**config.mk**
```make
export PLATFORM = sky130hd
export DESIGN_NAME = hf_ref_clock_switch_guard
export DESIGN_NICKNAME = d
export VERILOG_FILES = /design/src/design/clk_switch_pkg.sv /design/src/design/hf_ref_clock_switch_guard.sv /design/src/design/ref_switch_seq.sv
export SDC_FILE = /design/constraint.sdc
export NUM_CORES = 1
export LEC_CHECK = 0
export BUFFER_PORTS_ARGS = -buffer_cell sky130_fd_sc_hd__buf_2
export CORE_MARGIN = 3
export CORE_UTILIZATION = 48
export DETAILED_ROUTE_END_ITERATION = 8
export GPL_TIMING_DRIVEN = 0
export PLACE_DENSITY = 0.74
export REMOVE_ABC_BUFFERS = 1
export SYNTH_ARGS = -nofsm -noshare
export SYNTH_HDL_FRONTEND = slang
export SYNTH_HIERARCHICAL = 1
export SYNTH_SLANG_ARGS = --single-unit
```
**constraint.sdc**
```tcl
create_clock -name i_clk -period 1.7 [get_ports i_clk]
set_input_delay 0.34 -clock i_clk [delete_from_list [all_inputs] [get_ports i_clk]]
set_output_delay 0.34 -clock i_clk [all_outputs]
set_load 0.05 [all_outputs]
```
**src/design/clk_switch_pkg.sv**
```systemverilog
//------------------------------------------------------------------------------
// Purpose : shared constants and carriers for the hf reference clock guard
// Assumes : 100 MHz system clock, APB register access with 32-bit data
// Notes   : oscillator periods are plain defaults; adjust to the real parts
//------------------------------------------------------------------------------
package clk_switch_pkg;

    // -------------------------------------------------------------------------
    // timing
    // -------------------------------------------------------------------------
    localparam int CLK_PERIOD_NS     = 10;   // system clock period
    localparam int OSC_PERIOD_NS     = 200;  // internal hf oscillator period
    localparam int EXT_PERIOD_NS     = 125;  // ext_hf_clock period
    localparam int MACHINE_PERIOD_NS = 250;  // one machine cycle
    // longest switch time, in tenths of a nanosecond: 2/fosc + 2.5/fc and back
    localparam int TO_EXT_MAX_NS10 = 20 * OSC_PERIOD_NS + 25 * EXT_PERIOD_NS;
    localparam int TO_INT_MAX_NS10 = 20 * EXT_PERIOD_NS + 25 * OSC_PERIOD_NS;
    localparam int PAUSE_EXT_NS10  = 25 * EXT_PERIOD_NS;
    localparam int PAUSE_INT_NS10  = 25 * OSC_PERIOD_NS;
    // longest times round down, least times round up
    localparam int TO_EXT_CYC    = TO_EXT_MAX_NS10 / (10 * CLK_PERIOD_NS);
    localparam int TO_INT_CYC    = TO_INT_MAX_NS10 / (10 * CLK_PERIOD_NS);
    localparam int PAUSE_EXT_CYC = PAUSE_EXT_NS10 / (10 * CLK_PERIOD_NS);
    localparam int PAUSE_INT_CYC = PAUSE_INT_NS10 / (10 * CLK_PERIOD_NS);
    localparam int GUARD_MC      = 2;        // machine cycles of guard
    localparam int GUARD_CYC     =
        (GUARD_MC * MACHINE_PERIOD_NS + CLK_PERIOD_NS - 1) / CLK_PERIOD_NS;
    localparam int CNT_W         = 8;
    localparam logic [CNT_W-1:0] CNT_ONE = 8'h01;
    localparam logic [CNT_W-1:0] CNT_ZERO = 8'h00;

    // -------------------------------------------------------------------------
    // register map (index, byte address is four times the index)
    // -------------------------------------------------------------------------
    localparam logic [15:0] SC1_IDX   = 16'h0FDC;  // system_control_one
    localparam logic [15:0] SC2_IDX   = 16'h0FDD;  // system_control_two
    localparam logic [15:0] PFC_IDX   = 16'h0FD0;  // port_function_control
    localparam logic [15:0] STAT_IDX  = 16'h0FD1;  // guard status
    localparam logic [15:0] SC1_ADDR  = 16'(SC1_IDX * 4);
    localparam logic [15:0] SC2_ADDR  = 16'(SC2_IDX * 4);
    localparam logic [15:0] PFC_ADDR  = 16'(PFC_IDX * 4);
    localparam logic [15:0] STAT_ADDR = 16'(STAT_IDX * 4);

    // field layout and reset values
    localparam int          SC1_OSCSEL = 3;
    localparam logic [7:0]  SC1_MASK   = 8'hF8;
    localparam logic [7:0]  SC1_RESET  = 8'h00;
    localparam int          SC2_OSCEN  = 7;
    localparam int          SC2_XEN    = 6;
    localparam int          SC2_XTEN   = 5;
    localparam int          SC2_SYSCK  = 4;
    localparam logic [7:0]  SC2_MASK   = 8'hFC;
    localparam logic [7:0]  SC2_RESET  = 8'h80;
    localparam int          PFC_HF     = 0;    // hf_pin_function_bit
    localparam int          PFC_LF     = 2;    // lf_pin_function_bit
    localparam logic [7:0]  PFC_RESET  = 8'h00;
    localparam int          CAUSE_W    = 5;
    localparam int          STAT_CAUSE = 3;    // first cause bit in status

    // -------------------------------------------------------------------------
    // bus carriers
    // -------------------------------------------------------------------------
    typedef struct packed {
        logic        psel;
        logic        penable;
        logic        pwrite;
        logic [15:0] paddr;
        logic [31:0] pwdata;
    } apb_req_s;

    typedef struct packed {
        logic [31:0] prdata;
        logic        pready;
        logic        pslverr;
    } apb_rsp_s;

endpackage

```
**src/design/hf_ref_clock_switch_guard.sv**
```systemverilog
//------------------------------------------------------------------------------
// Purpose : oscillator enables, pin functions, hf reference switching and
//           system clock reset on forbidden settings, behind an APB slave
// Assumes : all inputs but i_sys_rst synchronous to i_clk; stop mode flag from mode control
// Notes   : sysclk reset is a level held while a forbidden setting stands
//------------------------------------------------------------------------------
// Overview of operation
// - hardware forces enables at reset release and on stop mode entry
// - all oscillators disabled raises the system clock reset
// - main clock on lf with lf oscillator off raises the reset
// - main clock on hf with its active source off raises the reset
// - external hf enabled while its pins are ports raises the reset
// - stopping the running source before a main clock switch ends resets
// - reference select 1 picks external hf, 0 picks internal oscillator
// - reset release clears the reference select to internal
// - switch to external completes within 2 internal plus 2.5 ext periods
// - reference pause during synchronisation stays within 2.5 periods
// - clearing internal enable within two machine cycles raises reset
// - reference select writes ignored while main clock runs on lf
// - rewriting 1 to an already set enable starts no warm-up
// - switch to internal completes within 2 ext plus 2.5 internal periods
// - clearing external hf enable during the guard raises reset
//
// Decided for this implementation: the register offsets and the APB slave port.
`timescale 1ns/1ns
`default_nettype none
module hf_ref_clock_switch_guard (
    input  wire logic                     i_clk,          // 100 MHz clock
    input  wire logic                     i_sys_rst,      // async, high
    input  wire clk_switch_pkg::apb_req_s i_apb,          // apb request
    input  wire logic                     i_stop_mode,    // stop mode active
    output var  clk_switch_pkg::apb_rsp_s o_apb,          // apb response
    output var  logic                     o_int_osc_en,   // run internal osc
    output var  logic                     o_ext_hf_osc_en,// run ext hf osc
    output var  logic                     o_ext_lf_osc_en,// run ext lf osc
    output var  logic                     o_hf_pins_xtal, // hf pins as crystal
    output var  logic                     o_lf_pins_xtal, // lf pins as crystal
    output var  logic                     o_main_is_lf,   // main clock on lf
    output var  logic                     o_ref_is_ext,   // reference is ext
    output var  logic                     o_ref_hold,     // reference paused
    output var  logic [2:0]               o_warmup_start, // start pulse per osc
    output var  logic                     o_sys_clk_rst   // system clock reset
);

    // -------------------------------------------------------------------------
    // state
    // -------------------------------------------------------------------------
    typedef struct packed {
        logic [7:0]                          sc1;
        logic [7:0]                          sc2;
        logic [7:0]                          pfc;
        logic [clk_switch_pkg::CAUSE_W-1:0]  cause;
        logic [clk_switch_pkg::CNT_W-1:0]    main_guard;
        logic                                sysck_q;
        clk_switch_pkg::apb_rsp_s            rsp;
        logic                                clk_rst;
        logic [2:0]                          osc_out;
        logic [1:0]                          pins;
        logic [2:0]                          warm;
    } guard_s;

    guard_s cur;
    guard_s next_cur;

    logic seq_ref_ext;
    logic seq_hold;
    logic seq_busy;
    logic seq_guard;

    // -------------------------------------------------------------------------
    // reference switch sequencer
    // -------------------------------------------------------------------------
    ref_switch_seq u_seq (
        .i_clk        (i_clk),
        .i_sys_rst    (i_sys_rst),
        .i_target     (cur.sc1[clk_switch_pkg::SC1_OSCSEL]),
        .o_ref_is_ext (seq_ref_ext),
        .o_ref_hold   (seq_hold),
        .o_busy       (seq_busy),
        .o_guard      (seq_guard)
    );

    // -------------------------------------------------------------------------
    // decoded control bits
    // -------------------------------------------------------------------------
    logic osc_en;
    logic xen;
    logic xten;
    logic sysck;
    logic oscsel;
    logic hf_pin;
    logic lf_pin;

    assign osc_en = cur.sc2[clk_switch_pkg::SC2_OSCEN];
    assign xen    = cur.sc2[clk_switch_pkg::SC2_XEN];
    assign xten   = cur.sc2[clk_switch_pkg::SC2_XTEN];
    assign sysck  = cur.sc2[clk_switch_pkg::SC2_SYSCK];
    assign oscsel = cur.sc1[clk_switch_pkg::SC1_OSCSEL];
    assign hf_pin = cur.pfc[clk_switch_pkg::PFC_HF];
    assign lf_pin = cur.pfc[clk_switch_pkg::PFC_LF];

    // -------------------------------------------------------------------------
    // forbidden combinations, checked only outside stop mode
    // -------------------------------------------------------------------------
    logic [clk_switch_pkg::CAUSE_W-1:0] fault;
    logic hf_src_off;
    logic leaving_off;

    // the active hf source is the one the sequencer currently uses
    assign hf_src_off  = seq_ref_ext ? ~xen : ~osc_en;
    // during the guard the source being left must stay enabled
    assign leaving_off = oscsel ? ~osc_en : ~xen;

    always_comb begin
        fault    = '0;
        fault[0] = ~osc_en & ~xen & ~xten;
        fault[1] = sysck & ~xten;
        fault[2] = ~sysck & hf_src_off;
        fault[3] = xen & ~hf_pin;
        fault[4] = (seq_guard & leaving_off)
                   | ((cur.main_guard != clk_switch_pkg::CNT_ZERO)
                      & (~xten | hf_src_off));
        if (i_stop_mode) begin
            fault = '0;
        end
    end

    // -------------------------------------------------------------------------
    // apb decode
    // -------------------------------------------------------------------------
    logic        setup;
    logic        commit;
    logic        hit_sc1;
    logic        hit_sc2;
    logic        hit_pfc;
    logic        hit_stat;
    logic [7:0]  stat;
    logic [7:0]  rd_byte;
    logic [7:0]  wbyte;

    assign setup  = i_apb.psel & ~i_apb.penable;
    assign commit = i_apb.psel & i_apb.penable & cur.rsp.pready;
    assign wbyte  = i_apb.pwdata[7:0];
    assign stat   = {cur.cause, seq_guard, seq_busy, seq_ref_ext};

    // address decode and read mux; reserved sc1 and sc2 bits read as zero
    always_comb begin
        hit_sc1  = 1'b0;
        hit_sc2  = 1'b0;
        hit_pfc  = 1'b0;
        hit_stat = 1'b0;
        rd_byte  = 8'h00;
        if (i_apb.paddr == clk_switch_pkg::SC1_ADDR) begin
            hit_sc1 = 1'b1;
            rd_byte = cur.sc1 & clk_switch_pkg::SC1_MASK;
        end else if (i_apb.paddr == clk_switch_pkg::SC2_ADDR) begin
            hit_sc2 = 1'b1;
            rd_byte = cur.sc2 & clk_switch_pkg::SC2_MASK;
        end else if (i_apb.paddr == clk_switch_pkg::PFC_ADDR) begin
            hit_pfc = 1'b1;
            rd_byte = cur.pfc;
        end else if (i_apb.paddr == clk_switch_pkg::STAT_ADDR) begin
            hit_stat = 1'b1;
            rd_byte  = stat;
        end
    end

    // -------------------------------------------------------------------------
    // next state
    // -------------------------------------------------------------------------
    always_comb begin
        logic [7:0]                         new_sc2;
        logic [clk_switch_pkg::CAUSE_W-1:0] clr;
        new_sc2  = cur.sc2;
        clr      = '0;
        next_cur = cur;

        // one wait state free answer: pready rises in the first access cycle
        next_cur.rsp.pready  = setup;
        next_cur.rsp.pslverr = setup & ~(hit_sc1 | hit_sc2 | hit_pfc | hit_stat);
        next_cur.rsp.prdata  = (setup & ~i_apb.pwrite) ? {24'h000000, rd_byte}
                                                       : 32'h00000000;

        // register writes take effect at the completing edge only
        if (commit & i_apb.pwrite) begin
            if (hit_sc1) begin
                next_cur.sc1 = wbyte & clk_switch_pkg::SC1_MASK;
                if (sysck) begin
                    // select is frozen while the main clock runs on lf
                    next_cur.sc1[clk_switch_pkg::SC1_OSCSEL] = oscsel;
                end
            end else if (hit_sc2) begin
                new_sc2      = wbyte & clk_switch_pkg::SC2_MASK;
                next_cur.sc2 = new_sc2;
            end else if (hit_pfc) begin
                next_cur.pfc = wbyte;
            end else if (hit_stat) begin
                clr = wbyte[7:clk_switch_pkg::STAT_CAUSE];
            end
        end

        // warm-up starts only on a real 0 to 1 change of an enable
        next_cur.warm[0] = new_sc2[clk_switch_pkg::SC2_OSCEN] & ~osc_en;
        next_cur.warm[1] = new_sc2[clk_switch_pkg::SC2_XEN] & ~xen;
        next_cur.warm[2] = new_sc2[clk_switch_pkg::SC2_XTEN] & ~xten;

        // main clock source change opens its own guard window
        next_cur.sysck_q = sysck;
        if (sysck != cur.sysck_q) begin
            next_cur.main_guard = 8'(clk_switch_pkg::GUARD_CYC);
        end else if (cur.main_guard != clk_switch_pkg::CNT_ZERO) begin
            next_cur.main_guard = cur.main_guard - clk_switch_pkg::CNT_ONE;
        end

        // sticky causes: a new fault wins over a clear in the same cycle
        next_cur.cause   = fault | (cur.cause & ~clr);
        next_cur.clk_rst = |fault;

        // pads follow the pin bits; oscillators stop in stop mode
        next_cur.pins    = {lf_pin, hf_pin};
        next_cur.osc_out = {xten & lf_pin & ~i_stop_mode,
                            xen & hf_pin & ~i_stop_mode,
                            osc_en & ~i_stop_mode};
    end

    // -------------------------------------------------------------------------
    // state register; reset values are the hardware-forced defaults
    // -------------------------------------------------------------------------
    always_ff @(posedge i_clk or posedge i_sys_rst) begin
        if (i_sys_rst) begin
            cur            <= '0;
            cur.sc1        <= clk_switch_pkg::SC1_RESET;
            cur.sc2        <= clk_switch_pkg::SC2_RESET;
            cur.pfc        <= clk_switch_pkg::PFC_RESET;
            cur.osc_out    <= 3'h1;
        end else begin
            cur <= next_cur;
        end
    end

    // -------------------------------------------------------------------------
    // outputs, all from flip-flops but o_ref_hold, decoded from the sequencer state
    // -------------------------------------------------------------------------
    assign o_apb           = cur.rsp;
    assign o_int_osc_en    = cur.osc_out[0];
    assign o_ext_hf_osc_en = cur.osc_out[1];
    assign o_ext_lf_osc_en = cur.osc_out[2];
    assign o_hf_pins_xtal  = cur.pins[0];
    assign o_lf_pins_xtal  = cur.pins[1];
    assign o_main_is_lf    = cur.sysck_q;
    assign o_ref_is_ext    = seq_ref_ext;
    assign o_ref_hold      = seq_hold;
    assign o_warmup_start  = cur.warm;
    assign o_sys_clk_rst   = cur.clk_rst;

endmodule
`default_nettype wire

```
**src/design/ref_switch_seq.sv**
```systemverilog
//------------------------------------------------------------------------------
// Purpose : sequences the move of the hf reference between the two sources
// Assumes : both hf oscillators run while a switch is in progress
// Notes   : a select change during a switch is taken after it completes
//------------------------------------------------------------------------------
`timescale 1ns/1ns
`default_nettype none
module ref_switch_seq (
    input  wire logic i_clk,        // system clock
    input  wire logic i_sys_rst,    // async reset, active high
    input  wire logic i_target,     // requested reference, 1 = external
    output var  logic o_ref_is_ext, // current reference, 1 = external
    output var  logic o_ref_hold,   // reference paused while synchronising
    output var  logic o_busy,       // switch in progress
    output var  logic o_guard       // switch running or guard not yet over
);

    typedef enum logic [1:0] {ST_IDLE, ST_SYNC, ST_PAUSE} sw_state_e;

    typedef struct packed {
        sw_state_e                      st;
        logic [clk_switch_pkg::CNT_W-1:0] cnt;
        logic [clk_switch_pkg::CNT_W-1:0] guard_cnt;
        logic                           target_q;
        logic                           ref_ext;
    } seq_s;

    seq_s cur;
    seq_s next_cur;

    // -------------------------------------------------------------------------
    // next state
    // -------------------------------------------------------------------------
    always_comb begin
        next_cur = cur;
        next_cur.target_q = i_target;
        // guard window restarts on every select change
        if (i_target != cur.target_q) begin
            next_cur.guard_cnt = 8'(clk_switch_pkg::GUARD_CYC);
        end else if (cur.guard_cnt != clk_switch_pkg::CNT_ZERO) begin
            next_cur.guard_cnt = cur.guard_cnt - clk_switch_pkg::CNT_ONE;
        end
        case (cur.st)
            ST_IDLE: begin
                // sync phase is the switch time less the trailing pause
                if (i_target != cur.ref_ext) begin
                    next_cur.st = ST_SYNC;
                    if (i_target) begin
                        next_cur.cnt = 8'(clk_switch_pkg::TO_EXT_CYC
                                       - clk_switch_pkg::PAUSE_EXT_CYC);
                    end else begin
                        next_cur.cnt = 8'(clk_switch_pkg::TO_INT_CYC
                                       - clk_switch_pkg::PAUSE_INT_CYC);
                    end
                end
            end
            ST_SYNC: begin
                if (cur.cnt <= clk_switch_pkg::CNT_ONE) begin
                    next_cur.st = ST_PAUSE;
                    if (cur.ref_ext) begin
                        next_cur.cnt = 8'(clk_switch_pkg::PAUSE_INT_CYC);
                    end else begin
                        next_cur.cnt = 8'(clk_switch_pkg::PAUSE_EXT_CYC);
                    end
                end else begin
                    next_cur.cnt = cur.cnt - clk_switch_pkg::CNT_ONE;
                end
            end
            ST_PAUSE: begin
                // reference flips at the end of the pause, never mid-pulse
                if (cur.cnt <= clk_switch_pkg::CNT_ONE) begin
                    next_cur.st      = ST_IDLE;
                    next_cur.ref_ext = ~cur.ref_ext;
                    next_cur.cnt     = clk_switch_pkg::CNT_ZERO;
                end else begin
                    next_cur.cnt = cur.cnt - clk_switch_pkg::CNT_ONE;
                end
            end
            default: begin
                next_cur.st = ST_IDLE;
            end
        endcase
    end

    // -------------------------------------------------------------------------
    // state register; reset picks the internal oscillator
    // -------------------------------------------------------------------------
    always_ff @(posedge i_clk or posedge i_sys_rst) begin
        if (i_sys_rst) begin
            cur <= '{st: ST_IDLE, cnt: 8'h00, guard_cnt: 8'h00,
                     target_q: 1'b0, ref_ext: 1'b0};
        end else begin
            cur <= next_cur;
        end
    end

    assign o_ref_is_ext = cur.ref_ext;
    assign o_ref_hold   = (cur.st == ST_PAUSE);
    assign o_busy       = (cur.st != ST_IDLE);
    assign o_guard      = (cur.st != ST_IDLE)
                          || (cur.guard_cnt != clk_switch_pkg::CNT_ZERO);

endmodule
`default_nettype wire

```
Word-level counts from Yosys, hierarchy flattened:

Index checks and enable logic that the tools add are counted.

* bits in registers: 74
* bits of input ports: 54
* output and inout port bits: 46

* bitwise operators: 41
* order comparisons: 1
* equality and inequality tests: 12
* $add $sub $neg: 3
* mux-type cells: 39
* reductions and logical operators: 16

Operators by type and width (count)
* $mux W8: 14
* $eq A16 B14 Y1 const B: 4
* $mux W5: 6
* $pmux W8 S3: 1
* $sub A8 B1 Y8 const B: 3
* $and A1 B1 Y1: 21
* $reduce_bool A8 Y1: 2
* $mux W1: 12
* $mux W6: 2
* $not A1 Y1: 12
* $mux W10: 1
* $le A8 B1 Y1 const B: 1
* $reduce_and A2 Y1: 4
* $ne A2 B1 Y1 const B: 3
* $pmux W2 S3: 1
* $reduce_and A3 Y1: 2
* $reduce_bool A2 Y1: 3
* $and A5 B5 Y5: 1
* $not A5 Y5: 1
* $or A1 B1 Y1: 5
* $or A5 B5 Y5: 1
* $reduce_or A5 Y1: 1
* $mux W2: 2
* $reduce_and A4 Y1: 1
* 6 further kinds: 8

Depth between registers and ports, before layout:

Gate-level depths: netlist of run 1.

* depth after elaboration: 13
* depth in mapped cells: 9

Hierarchy:

Netlist of run 1, hierarchy kept.

By module, submodules not included
* hf_ref_clock_switch_guard: area an instance 2660.1 µm², sequential area each 1303.8 µm², cells each 239, instances 1
* ref_switch_seq: area an instance 1261.2 µm², sequential area each 500.5 µm², cells each 130, instances 1

Worst setup path before layout of run 1:

OpenSTA, ideal clock, no wires.

* path type: in2reg
* start point: in i_apb[37] in the netlist's numbering
* end point: reg cur[58] in the netlist's numbering
* required time: 1575 ps
* buffers on the path: 0
* data arrival time: 1896 ps
* stages on the path: 4
* path slack: -321 ps
* path through: or4b_1 > or4_4 > nor2_8 > mux2_2

* longest elaborated chain between the ends: 5
* elaborated cells between the ends (all ways): 12

RTL lines
* start: declaration: RTL line hf_ref_clock_switch_guard.sv:30 `input wire clk_switch_pkg::apb_req_s i_apb,`
* $eq A16 B14 Y1, on equally long branches: RTL line hf_ref_clock_switch_guard.sv:159, hf_ref_clock_switch_guard.sv:156
* $mux W1, on equally long branches: RTL line hf_ref_clock_switch_guard.sv:159, hf_ref_clock_switch_guard.sv:156
* $mux W1, on equally long branches: RTL line hf_ref_clock_switch_guard.sv:156, hf_ref_clock_switch_guard.sv:153
* $mux W1 / $not A1 Y1 (equally long branches)
* $reduce_and A4 Y1 (no source line) *
* end signal: assignment: RTL line hf_ref_clock_switch_guard.sv:237 `cur <= next_cur;`
* end: declaration: RTL line hf_ref_clock_switch_guard.sv:62 `guard_s cur;`

Mark *: on every way between the ends. The rest lies on a longest branch, timed or not.
A chain may end at the register's enable or synchronous reset.

Final worst setup path of run 1:

* start point: in i_apb[34] in the netlist's numbering
* end point: reg cur[60] in the netlist's numbering

Same word-level chain as after synthesis.

==> qor.yml, run 1 <==
fin_skew_ps: 10.9
crit_family: "simple AND/OR/NAND/NOR gates"
final_common_cell: "dfrtp_1"
place_congestion: 0.872
synth-simple-area-share_pct: 20.4
maxSlewViolCount: 0
synth_edf_count: 0
yosysUniqueCellTypes: 68
ys_seq_area_share_pct: 46.0
dp_hpwl_microns: 5940
viasPerCell: 5.52
synth_warnings: 6
core_area_sq_um: 7850
synth_area_leaders: "dfrtp_1 (45%), buf_4 (7.3%), mux2_2 (3.7%), ha_1 (2.9%), mux2_4 (1.9%)"
cp_common_cell: "or4_4"
root_buffer: "clkbuf_8"
placed_cell_area_sq_um: 4100
peakVddDrop_v: 0.000585
critPathLaunch: "i_apb[34]"
grt_pass1_vias: 3011
insertion_delay_ps: 350
top_usage_layer: "met2"
hold_viol_final: 0
numCtsBuffers: 9
finalSetupTns_ps: -1320
status: "finished, violations left"
power.density_nw_per_um2: 1480
drc_errors: 0
cp-start-kind: "primary input"
antenna_left: 0
die_height_microns: 96.4
grt_remaining_overflow: 0
synthCells: 369
std_cell_rows: 32
cts.sinks: 72
grt_pass1_wl_microns: 14700
synthAdderAreaFrac_pct: 2.87
synth_area_sq_um: 3920
synth_top_area_share_pct: 44.7
cts_hold_buf: 0
fillers: 609
cp.buffers_inverters: 1
drive_above_1_share_pct: 43.5
setup-violations-final: 18
use_met2_pct: 33.4
finalCritPeriodShare_pct: 109
dr.pass1.iters: 4
p_leak_nw: 2.38
grt_util_met1_pct: 26.6
setup_ws_ps: -157
cts_tree: "built"
synthMuxAreaShare_pct: 6.67
cts-htree-levels: 3
drt-total-wl_microns: 9560
routedWlPerCell_microns: 16.9
max_freq_mhz: 538
postLayoutCellArea_sq_um: 5010
cp.required_ps: 1930
synth_compound_area_share_pct: 12.1
grt_max_degree: 28
tightest_slew_ps: 787
syn2layout_area_growth_pct: 27.7
antenna_found_initial: 0
failed_checks: "negative setup slack"
fin_util_pct: 63.8
die_area_sq_um: 9290
hp-class: "primary input to async pin"
crit_path_max_incr_delay_ps: 540
worstPathArrival_ps: 2090
rsz0062_at_grt: "true"
synth-main-ff-cell: "dfrtp_1"
num_io_pins: 100
rr_startpoint: "cur[45]$_DFFE_PP0P_"
start_util_pct: 50.0
cp-end-kind: "flip-flop"
synthXorXnorAreaFrac_pct: 2.46
drt_iter0_markers: 149
dp_worst_setup_slack_ps: -859
die_width_microns: 96.4
ys_ff_latch: 72
cpMaxStageDelayCell: "or4_4"
port_buffers: 51
cts_buffer_depth: 2
maxCapViolations: 0
nets: 522
synth_top_family_by_area: "simple AND/OR/NAND/NOR gates"
syn_avg_cell_area_sq_um: 10.6
critPathMaxFanout: 8
netlist.top_cell.by_area: "dfrtp_1"
slew_headroom_pct: 47.5
fin_crit_ps: 1860
final_cell_mix: "dfrtp_1 (66), buf_2 (48), buf_4 (45)"
grt_use_met3_pct: 5.27
path_class: "primary input to flip-flop"
grt_usage_pct: 20.6
antenna_cells: 0
vias: 3123
path_cells: "buf_6, or4_4, or4_4, nor2_8, mux2_2"
clkTransAtPathRegs_ps: 90
synthArstFlopShare_pct: 100
## cell type report
cell class | instances | area [sq um] | area share, %
clock inverters | 6 | 91.3 | 1.82
flip-flops and latches | 72 | 1810 | 36.1
inverters | 17 | 63.8 | 1.27
well taps | 102 | 128 | 2.55
repair buffers | 99 | 654 | 13.1
multi-input cells | 260 | 2120 | 42.4
clock buffers | 10 | 138 | 2.75
## cells by family after synthesis
kind of cell | after synthesis
and+or+nand+nor | 126
other | 1
AOI/OAI and AO/OA | 68
muxes | 22
adders and majority gates | 9
xor gates and xnor gates | 11
DFF | 72
buffers and inverters | 60
## final timing paths
| path | end | slack, ps | cells past startpoint |
|---|---|---|---|
| worst min register to register | o_hf_pins_xtal$_DFF_PP0_ | 470 | 0 |
| min in group i_clk | o_apb[1]$_DFF_PP0_ | 200 | 2 |
| worst min-delay path | cur[57]$_DFFE_PP0P_ | 60 | 2 |
| worst max register to register | o_sys_clk_rst$_DFF_PP0_ | -60 | 6 |
| max in group asynchronous | o_int_osc_en$_DFF_PP1_ | 1010 | 3 |
| worst max-delay path | cur[60]$_DFFE_PP0P_ | -160 | 5 |
## routing by layer
metal	part of all wire (%)	routed length [microns]
met1	41	3910
met2	50	4820
met3	6.3	607
met4	2.3	217
met5	0	0
## timing repair
item | in CTS | in global routing
pin swaps | 14 | 20
resized for setup | 46 | 30
endpoints found under the setup margin | 47 | 38
buffers inserted | 30 | 18
## power by group
part | switching (W) | leakage, nW | internal [W]
Combinational | 0.00177 | 1.36 | 0.00161
Sequential | 0.000416 | 0.911 | 0.00204
Clock | 0.000688 | 0.105 | 0.000871
Total | 0.00287 | 2.38 | 0.00452
## through the flow
stage,hold slack (ps),std cells,power [W]
2_1_floorplan,304,349,0.00426
3_3_place_gp,421,502,0.00469
3_5_place_dp,436,503,0.00476
4_1_cts,74.4,549,0.00685
5_1_grt,103,566,0.00782
6_report,59.8,566,0.00739
## synthesized netlist by cell type (5+ instances only)
cell type / instances
nor3_1: 13
a21o_1: 6
xor2_1: 5
nand2_1: 18
ha_1: 9
o22ai_1: 6
nand3_1: 13
mux2_4: 5
dfrtp_1: 70
o21ai_0: 9
nor2_1: 20
buf_4: 38
inv_1: 17
nor3b_1: 6
a21oi_1: 12
xnor2_1: 6
nand2b_1: 5
mux2_2: 13
a22oi_1: 5
## sequential cells by signal, indices dropped and copies added (netlist names), named ones only
name / flops
o_lf_pins_xtal: 1
o_main_is_lf: 1
o_ext_lf_osc_en: 1
o_apb: 10
u_seq/cur: 19
o_warmup_start: 3
o_int_osc_en: 1
cur: 29
o_hf_pins_xtal: 1
u_seq/o_ref_is_ext: 1
o_ext_hf_osc_en: 1
o_sys_clk_rst: 1
No activity file was read; power rests on OpenSTA's default activity.
==> inputs of run 2 (changes only) <==
CORE_UTILIZATION = 53   (was 48)
PLACE_DENSITY = 0.78   (was 0.74)
clock period = 1.9 ns   (was 1.7 ns; I/O delays follow)
==> run 2 against run 1 <==
  * Via count decreased by 6.0%
  * Sequential share of layout area increased by 3.0 points
  * Largest power group unchanged
  * Non-clock buffer count fell by 32
  * Sequential power down 12%
  * Routed wire length down 13%
  * Clock skew decreased by 4.5 ps
  * The flow still finishes with violations (negative setup slack)
  * Power shrank 20%
  * Critical endpoint is now cur[59]$_DFFE_PP0P_
==> qor.yml, run 2 (same netlist as run 1, synthesis figures left out) <==
status: "finished, violations left"
failed_checks: "negative setup slack"
syn2layout_area_growth_pct: 17.7
fin_crit_ps: 1920
drive_above_1_share_pct: 33.8  # -9.7 points
slew_headroom_pct: 47.8  # +0.27 points
grt_max_degree: 29  # +3.6%
std_cell_rows: 30  # -6.3%
fin_skew_ps: 6.44  # -4.45 ps
postLayoutCellArea_sq_um: 4610  # -7.8%
die_area_sq_um: 8470  # -8.9%
grt_remaining_overflow: 0  # unchanged
core_area_sq_um: 6980  # -11%
grt_pass1_wl_microns: 13400  # -8.6%
numCtsBuffers: 9  # unchanged
cts.sinks: 72  # unchanged
rsz0062_at_grt: "true"
fillers: 558  # -8.4%
totalPowerFinal_w: 0.00595  # -20%
final_common_cell: "dfrtp_1"
cp-start-kind: "primary input"
grt_pass1_vias: 2844  # -5.5%
vias: 2936  # -6.0%
path_class: "primary input to flip-flop"
setup_ws_ps: -18.2  # +139 ps
cp-end-kind: "flip-flop"
setup-violations-final: 7  # -11
dp_hpwl_microns: 5680  # -4.5%
drt-total-wl_microns: 8340  # -13%
cts_hold_buf: 0  # unchanged
maxCapViolations: 0  # unchanged
multi_input_area_sq_um: 1980  # -6.8%
insertion_delay_ps: 340  # about the same
final_cell_mix: "dfrtp_1 (69), buf_2 (48), conb_1 (24)"
hp-class: "primary input to async pin"
regMostFlops: "cur"
finalCritPeriodShare_pct: 101
place_inst: 497  # -1.2%
largest_reg_flops: 29  # unchanged
cts_tree: "built"
regArea_sq_um: 1810  # -0.21%
placed_cell_area_sq_um: 4100  # -0.18%
p_leak_nw: 2.21  # -7.0%
antenna_left: 0  # unchanged
worstPathArrival_ps: 2150  # +60 ps
antenna_cells: 0  # unchanged
root_buffer: "clkbuf_8"
peakVddDrop_v: 0.000528  # -9.8%
num_io_pins: 100  # unchanged
cp.required_ps: 2130  # +200 ps
finalSetupTns_ps: -94.1  # +1220 ps
drt_iter0_markers: 120  # -19%
nets: 490  # -6.1%
clkTransAtPathRegs_ps: 70  # -20 ps
port_buffers: 51  # unchanged
routedWlPerCell_microns: 15.8  # -6.4%
hold_viol_final: 0  # unchanged
grt_usage_pct: 19.8  # -0.82 points
drc_errors: 0  # unchanged
cts-htree-levels: 3  # unchanged
critPathMaxFanout: 8  # unchanged
antenna_found_initial: 0  # unchanged
die_height_microns: 92.0  # -4.5%
dp_worst_setup_slack_ps: -654  # +205 ps
cts_buffer_depth: 2  # unchanged
die_width_microns: 92.0  # -4.5%
max_freq_mhz: 521
dr.pass1.iters: 4  # unchanged
start_util_pct: 56.2  # +6.2 points
fin_cells: 528  # -6.7%
power.density_nw_per_um2: 1290  # -13%
tightest_slew_ps: 783  # -4.03 ps
place_congestion: 0.916  # +5.1%
viasPerCell: 5.56  # +0.78%
maxSlewViolCount: 0  # unchanged
## run 2: cell type report
| type | instances | area share (%) |
|---|---|---|
| Timing Repair Buffer | 67 | 8.73 |
| Clock buffer | 9 | 2.68 |
| Tap cell | 96 | 2.60 |
| Sequential cell | 72 | 39.1 |
| Clock inverter | 7 | 2.58 |
| Multi-Input combinational cell | 260 | 42.9 |
| Inverter | 17 | 1.38 |
## run 2: critical path, cell delays in order
cell	delay (ps)
buf_6	90
or4b_4	550
or4_4	540
nor2_8	250
mux2_4	330
## run 2: what timing repair did
| item | in CTS | in global routing |
|---|---|---|
| buffers inserted | 5 | 10 |
| setup endpoints to repair | 25 | 25 |
| gates resized for setup | 15 | 20 |
| endpoints found under the hold margin | 0 | 0 |
| pin swaps | 3 | 8 |
## run 2: through the flow
stage | util (%) | hold WS (ps)
after floorplan | - | 344
after CTS | 63.8 | 85.1
after detailed placement | 58.7 | 421
final | 66.1 | 77.3
after global routing | 66.1 | 120
after global placement | 58.4 | 421
## run 2: worst paths after layout
path / slack, ps / cells past startpoint / endpoint / startpoint
setup reg to reg: 90 / 6 / u_seq/cur[13]$_DFFE_PP0P_ / u_seq/cur[10]$_DFFE_PP0P_
setup / recovery: -20 / 5 / cur[59]$_DFFE_PP0P_ / i_apb[39]
hold reg to reg: 450 / 0 / o_hf_pins_xtal$_DFF_PP0_ / cur[57]$_DFFE_PP0P_
hold / removal: 80 / 2 / cur[48]$_DFFE_PP0P_ / i_sys_rst
min in group i_clk: 240 / 2 / o_apb[1]$_DFF_PP0_ / i_apb[49]
max in group asynchronous: 1180 / 2 / u_seq/cur[6]$_DFFE_PP0P_ / i_sys_rst
## run 2: report_power, final
group          total (W)  switching, W  leakage [nW]  internal [W]
Clock            0.00146      0.000585         0.116      0.000874
Sequential       0.00217      0.000353         0.915       0.00182
Combinational    0.00232       0.00130          1.18       0.00102
Total            0.00595       0.00224          2.21       0.00371
## run 2: layer usage
layer  track usage (%)  share of wire (%)
met2              33.9                 49
met4              7.55                2.0
met1              24.7                 43
met5                 0                  0
met3              3.94                5.6
==> inputs of run 3 (changes only) <==
RECOVER_POWER = 25   (was unset)
==> run 3 against run 2 <==
  * Sequential share of layout area grew 0.14 points
  * Critical path depth is the same
  * Highest routed layer unchanged
  * Largest cell class unchanged
  * Core utilization is 0.23 points lower
  * The flow still finishes with violations (negative setup slack)
  * Die area stayed put
  * Clock-buffer cell count did not move
  * Critical endpoint unchanged
==> qor.yml, run 3 (same netlist as run 1, synthesis figures left out) <==
status: "finished, violations left"
failed_checks: "negative setup slack"
final_common_cell: "dfrtp_1"
placed_cell_area_sq_um: 4100  # unchanged
regMostFlops: "cur"
crit_family: "simple AND/OR/NAND/NOR gates"
power.density_nw_per_um2: 1290  # +0.19%
die_height_microns: 92.0  # unchanged
regToRegSetupSlack_ps: 90  # about the same
setup_ws_ps: -18.4  # -0.236 ps
maxCapViolations: 0  # unchanged
hold_viol_final: 0  # unchanged
antenna_found_initial: 0  # unchanged
grt_pass1_wl_microns: 13400  # unchanged
slew_headroom_pct: 40.3  # -7.5 points
grt_remaining_overflow: 0  # unchanged
netSwitchingPower_w: 0.00223  # -0.26%
combinationalPowerShare_pct: 38.9  # about the same
hp-class: "primary input to async pin"
std_cell_rows: 30  # unchanged
insertion_delay_ps: 340  # about the same
totalPowerFinal_w: 0.00594  # -0.16%
cpMaxStageDelayCell: "or4b_4"
fin_cells: 528  # unchanged
grt_max_degree: 29  # unchanged
cp.depth: 5  # unchanged
largest_reg_flops: 29  # unchanged
dp_hpwl_microns: 5680  # unchanged
power.share.sequential_pct: 36.6  # about the same
cp-end-kind: "flip-flop"
routedWlPerCell_microns: 15.7  # -0.76%
fin_util_pct: 65.9  # -0.23 points
start_util_pct: 56.2  # unchanged
die_width_microns: 92.0  # unchanged
worstPathArrival_ps: 2150  # about the same
fin_crit_ps: 1920  # +0.236 ps
dp_worst_setup_slack_ps: -654  # unchanged
num_io_pins: 100  # unchanged
nets: 490  # unchanged
cts_tree: "built"
p_leak_nw: 2.20  # -0.31%
path_class: "primary input to flip-flop"
syn2layout_area_growth_pct: 17.3
p_int_w: 0.00371  # -0.11%
antenna_left: 0  # unchanged
vias: 2922  # -0.48%
die_area_sq_um: 8470  # unchanged
rr_endpoint: "u_seq/cur[13]$_DFFE_PP0P_"
cp.buffers_inverters: 1  # unchanged
cp.required_ps: 2130  # about the same
tightest_slew_ps: 895  # +112 ps
cp-start-kind: "primary input"
root_buffer: "clkbuf_8"
place_inst: 497  # unchanged
grt_usage_pct: 19.8  # unchanged
switching_share_pct: 37.6  # about the same
setup-violations-final: 7  # unchanged
antenna_cells: 0  # unchanged
clkTransAtPathRegs_ps: 80  # about the same
finalCritPeriodShare_pct: 101  # about the same
p_clk_share_pct: 24.5  # about the same
cts.sinks: 72  # unchanged
drt_iter0_markers: 126  # +5.0%
place_congestion: 0.916  # unchanged
final_cell_mix: "dfrtp_1 (69), buf_2 (47), conb_1 (24)"
rr_startpoint: "u_seq/cur[10]$_DFFE_PP0P_"
core_area_sq_um: 6980  # unchanged
numCtsBuffers: 9  # unchanged
drc_errors: 0  # unchanged
cts-htree-levels: 3  # unchanged
rsz0062_at_grt: "true"
path_cells: "buf_6, or4b_4, or4_4, nor2_8, mux2_4"
worstRegToRegCells: 6  # unchanged
drive_above_1_share_pct: 33.3  # -0.46 points
critPathMaxFanout: 8  # unchanged
maxSlewViolCount: 0  # unchanged
grt_pass1_vias: 2844  # unchanged
peakVddDrop_v: 0.000526  # -0.30%
postLayoutCellArea_sq_um: 4600  # -0.35%
drt-total-wl_microns: 8280  # -0.76%
dr.pass1.iters: 4  # unchanged
viasPerCell: 5.53  # -0.48%
crit_path_max_incr_delay_ps: 550  # about the same
cts_buffer_depth: 2  # unchanged
port_buffers: 51  # unchanged
max_freq_mhz: 521  # about the same
fin_skew_ps: 6.54  # +0.0969 ps
[run 3: metrics by stage]
stage               hold WS (ps)  setup TNS, ps
floorplan                    344          -3890
detailed placement           421         -16230
CTS                         85.1          -13.1
finish                       177          -97.9
global placement             421         -32910
global route                 251           -212
[run 3: worst max-delay path by stage]
stage                          endpoint  startpoint
floorplan           cur[77]$_DFFE_PP0P_   i_apb[34]
global placement     o_apb[9]$_DFF_PP0_   i_apb[35]
detailed placement   o_apb[7]$_DFF_PP0_   i_apb[37]
CTS                 cur[59]$_DFFE_PP0P_   i_apb[34]
global route        cur[59]$_DFFE_PP0P_   i_apb[39]
finish              cur[59]$_DFFE_PP0P_   i_apb[39]
[run 3: routing by layer]
layer,vias to the layer above,GRT usage (%),wire (microns)
li1,1382,-,-
met1,1424,24.7,3540
met2,99,33.9,4140
met3,17,3.94,465
met4,0,7.55,138
met5,-,0,0
[run 3: timing repair]
action / in CTS / in global routing
hold buffers: 0 / 0
endpoints found under the setup margin: 25 / 25
pin swaps: 3 / 8
hold endpoints to repair: 0 / 0
gates resized for setup: 15 / 20
buffers inserted: 5 / 10
[run 3: power groups by stage]
| stage | Clock [W] | Sequential, W | Combinational [W] |
|---|---|---|---|
| floorplan | 0 | 0.00216 | 0.00164 |
| global placement | 0 | 0.00214 | 0.00201 |
| detailed placement | 0 | 0.00216 | 0.00208 |
| CTS | 0.00150 | 0.00216 | 0.00215 |
| global route | 0.00155 | 0.00222 | 0.00255 |
| finish | 0.00146 | 0.00217 | 0.00231 |
[run 3: layout make-up]
| type | instances | area (sq um) |
|---|---|---|
| inverter | 17 | 63.8 |
| clock inverter | 7 | 119 |
| multi-input combinational | 260 | 1980 |
| sequential | 72 | 1810 |
| clock buffer | 9 | 124 |
| timing repair buffer | 67 | 387 |
| tap | 96 | 120 |
| fill | 560 | 2380 |
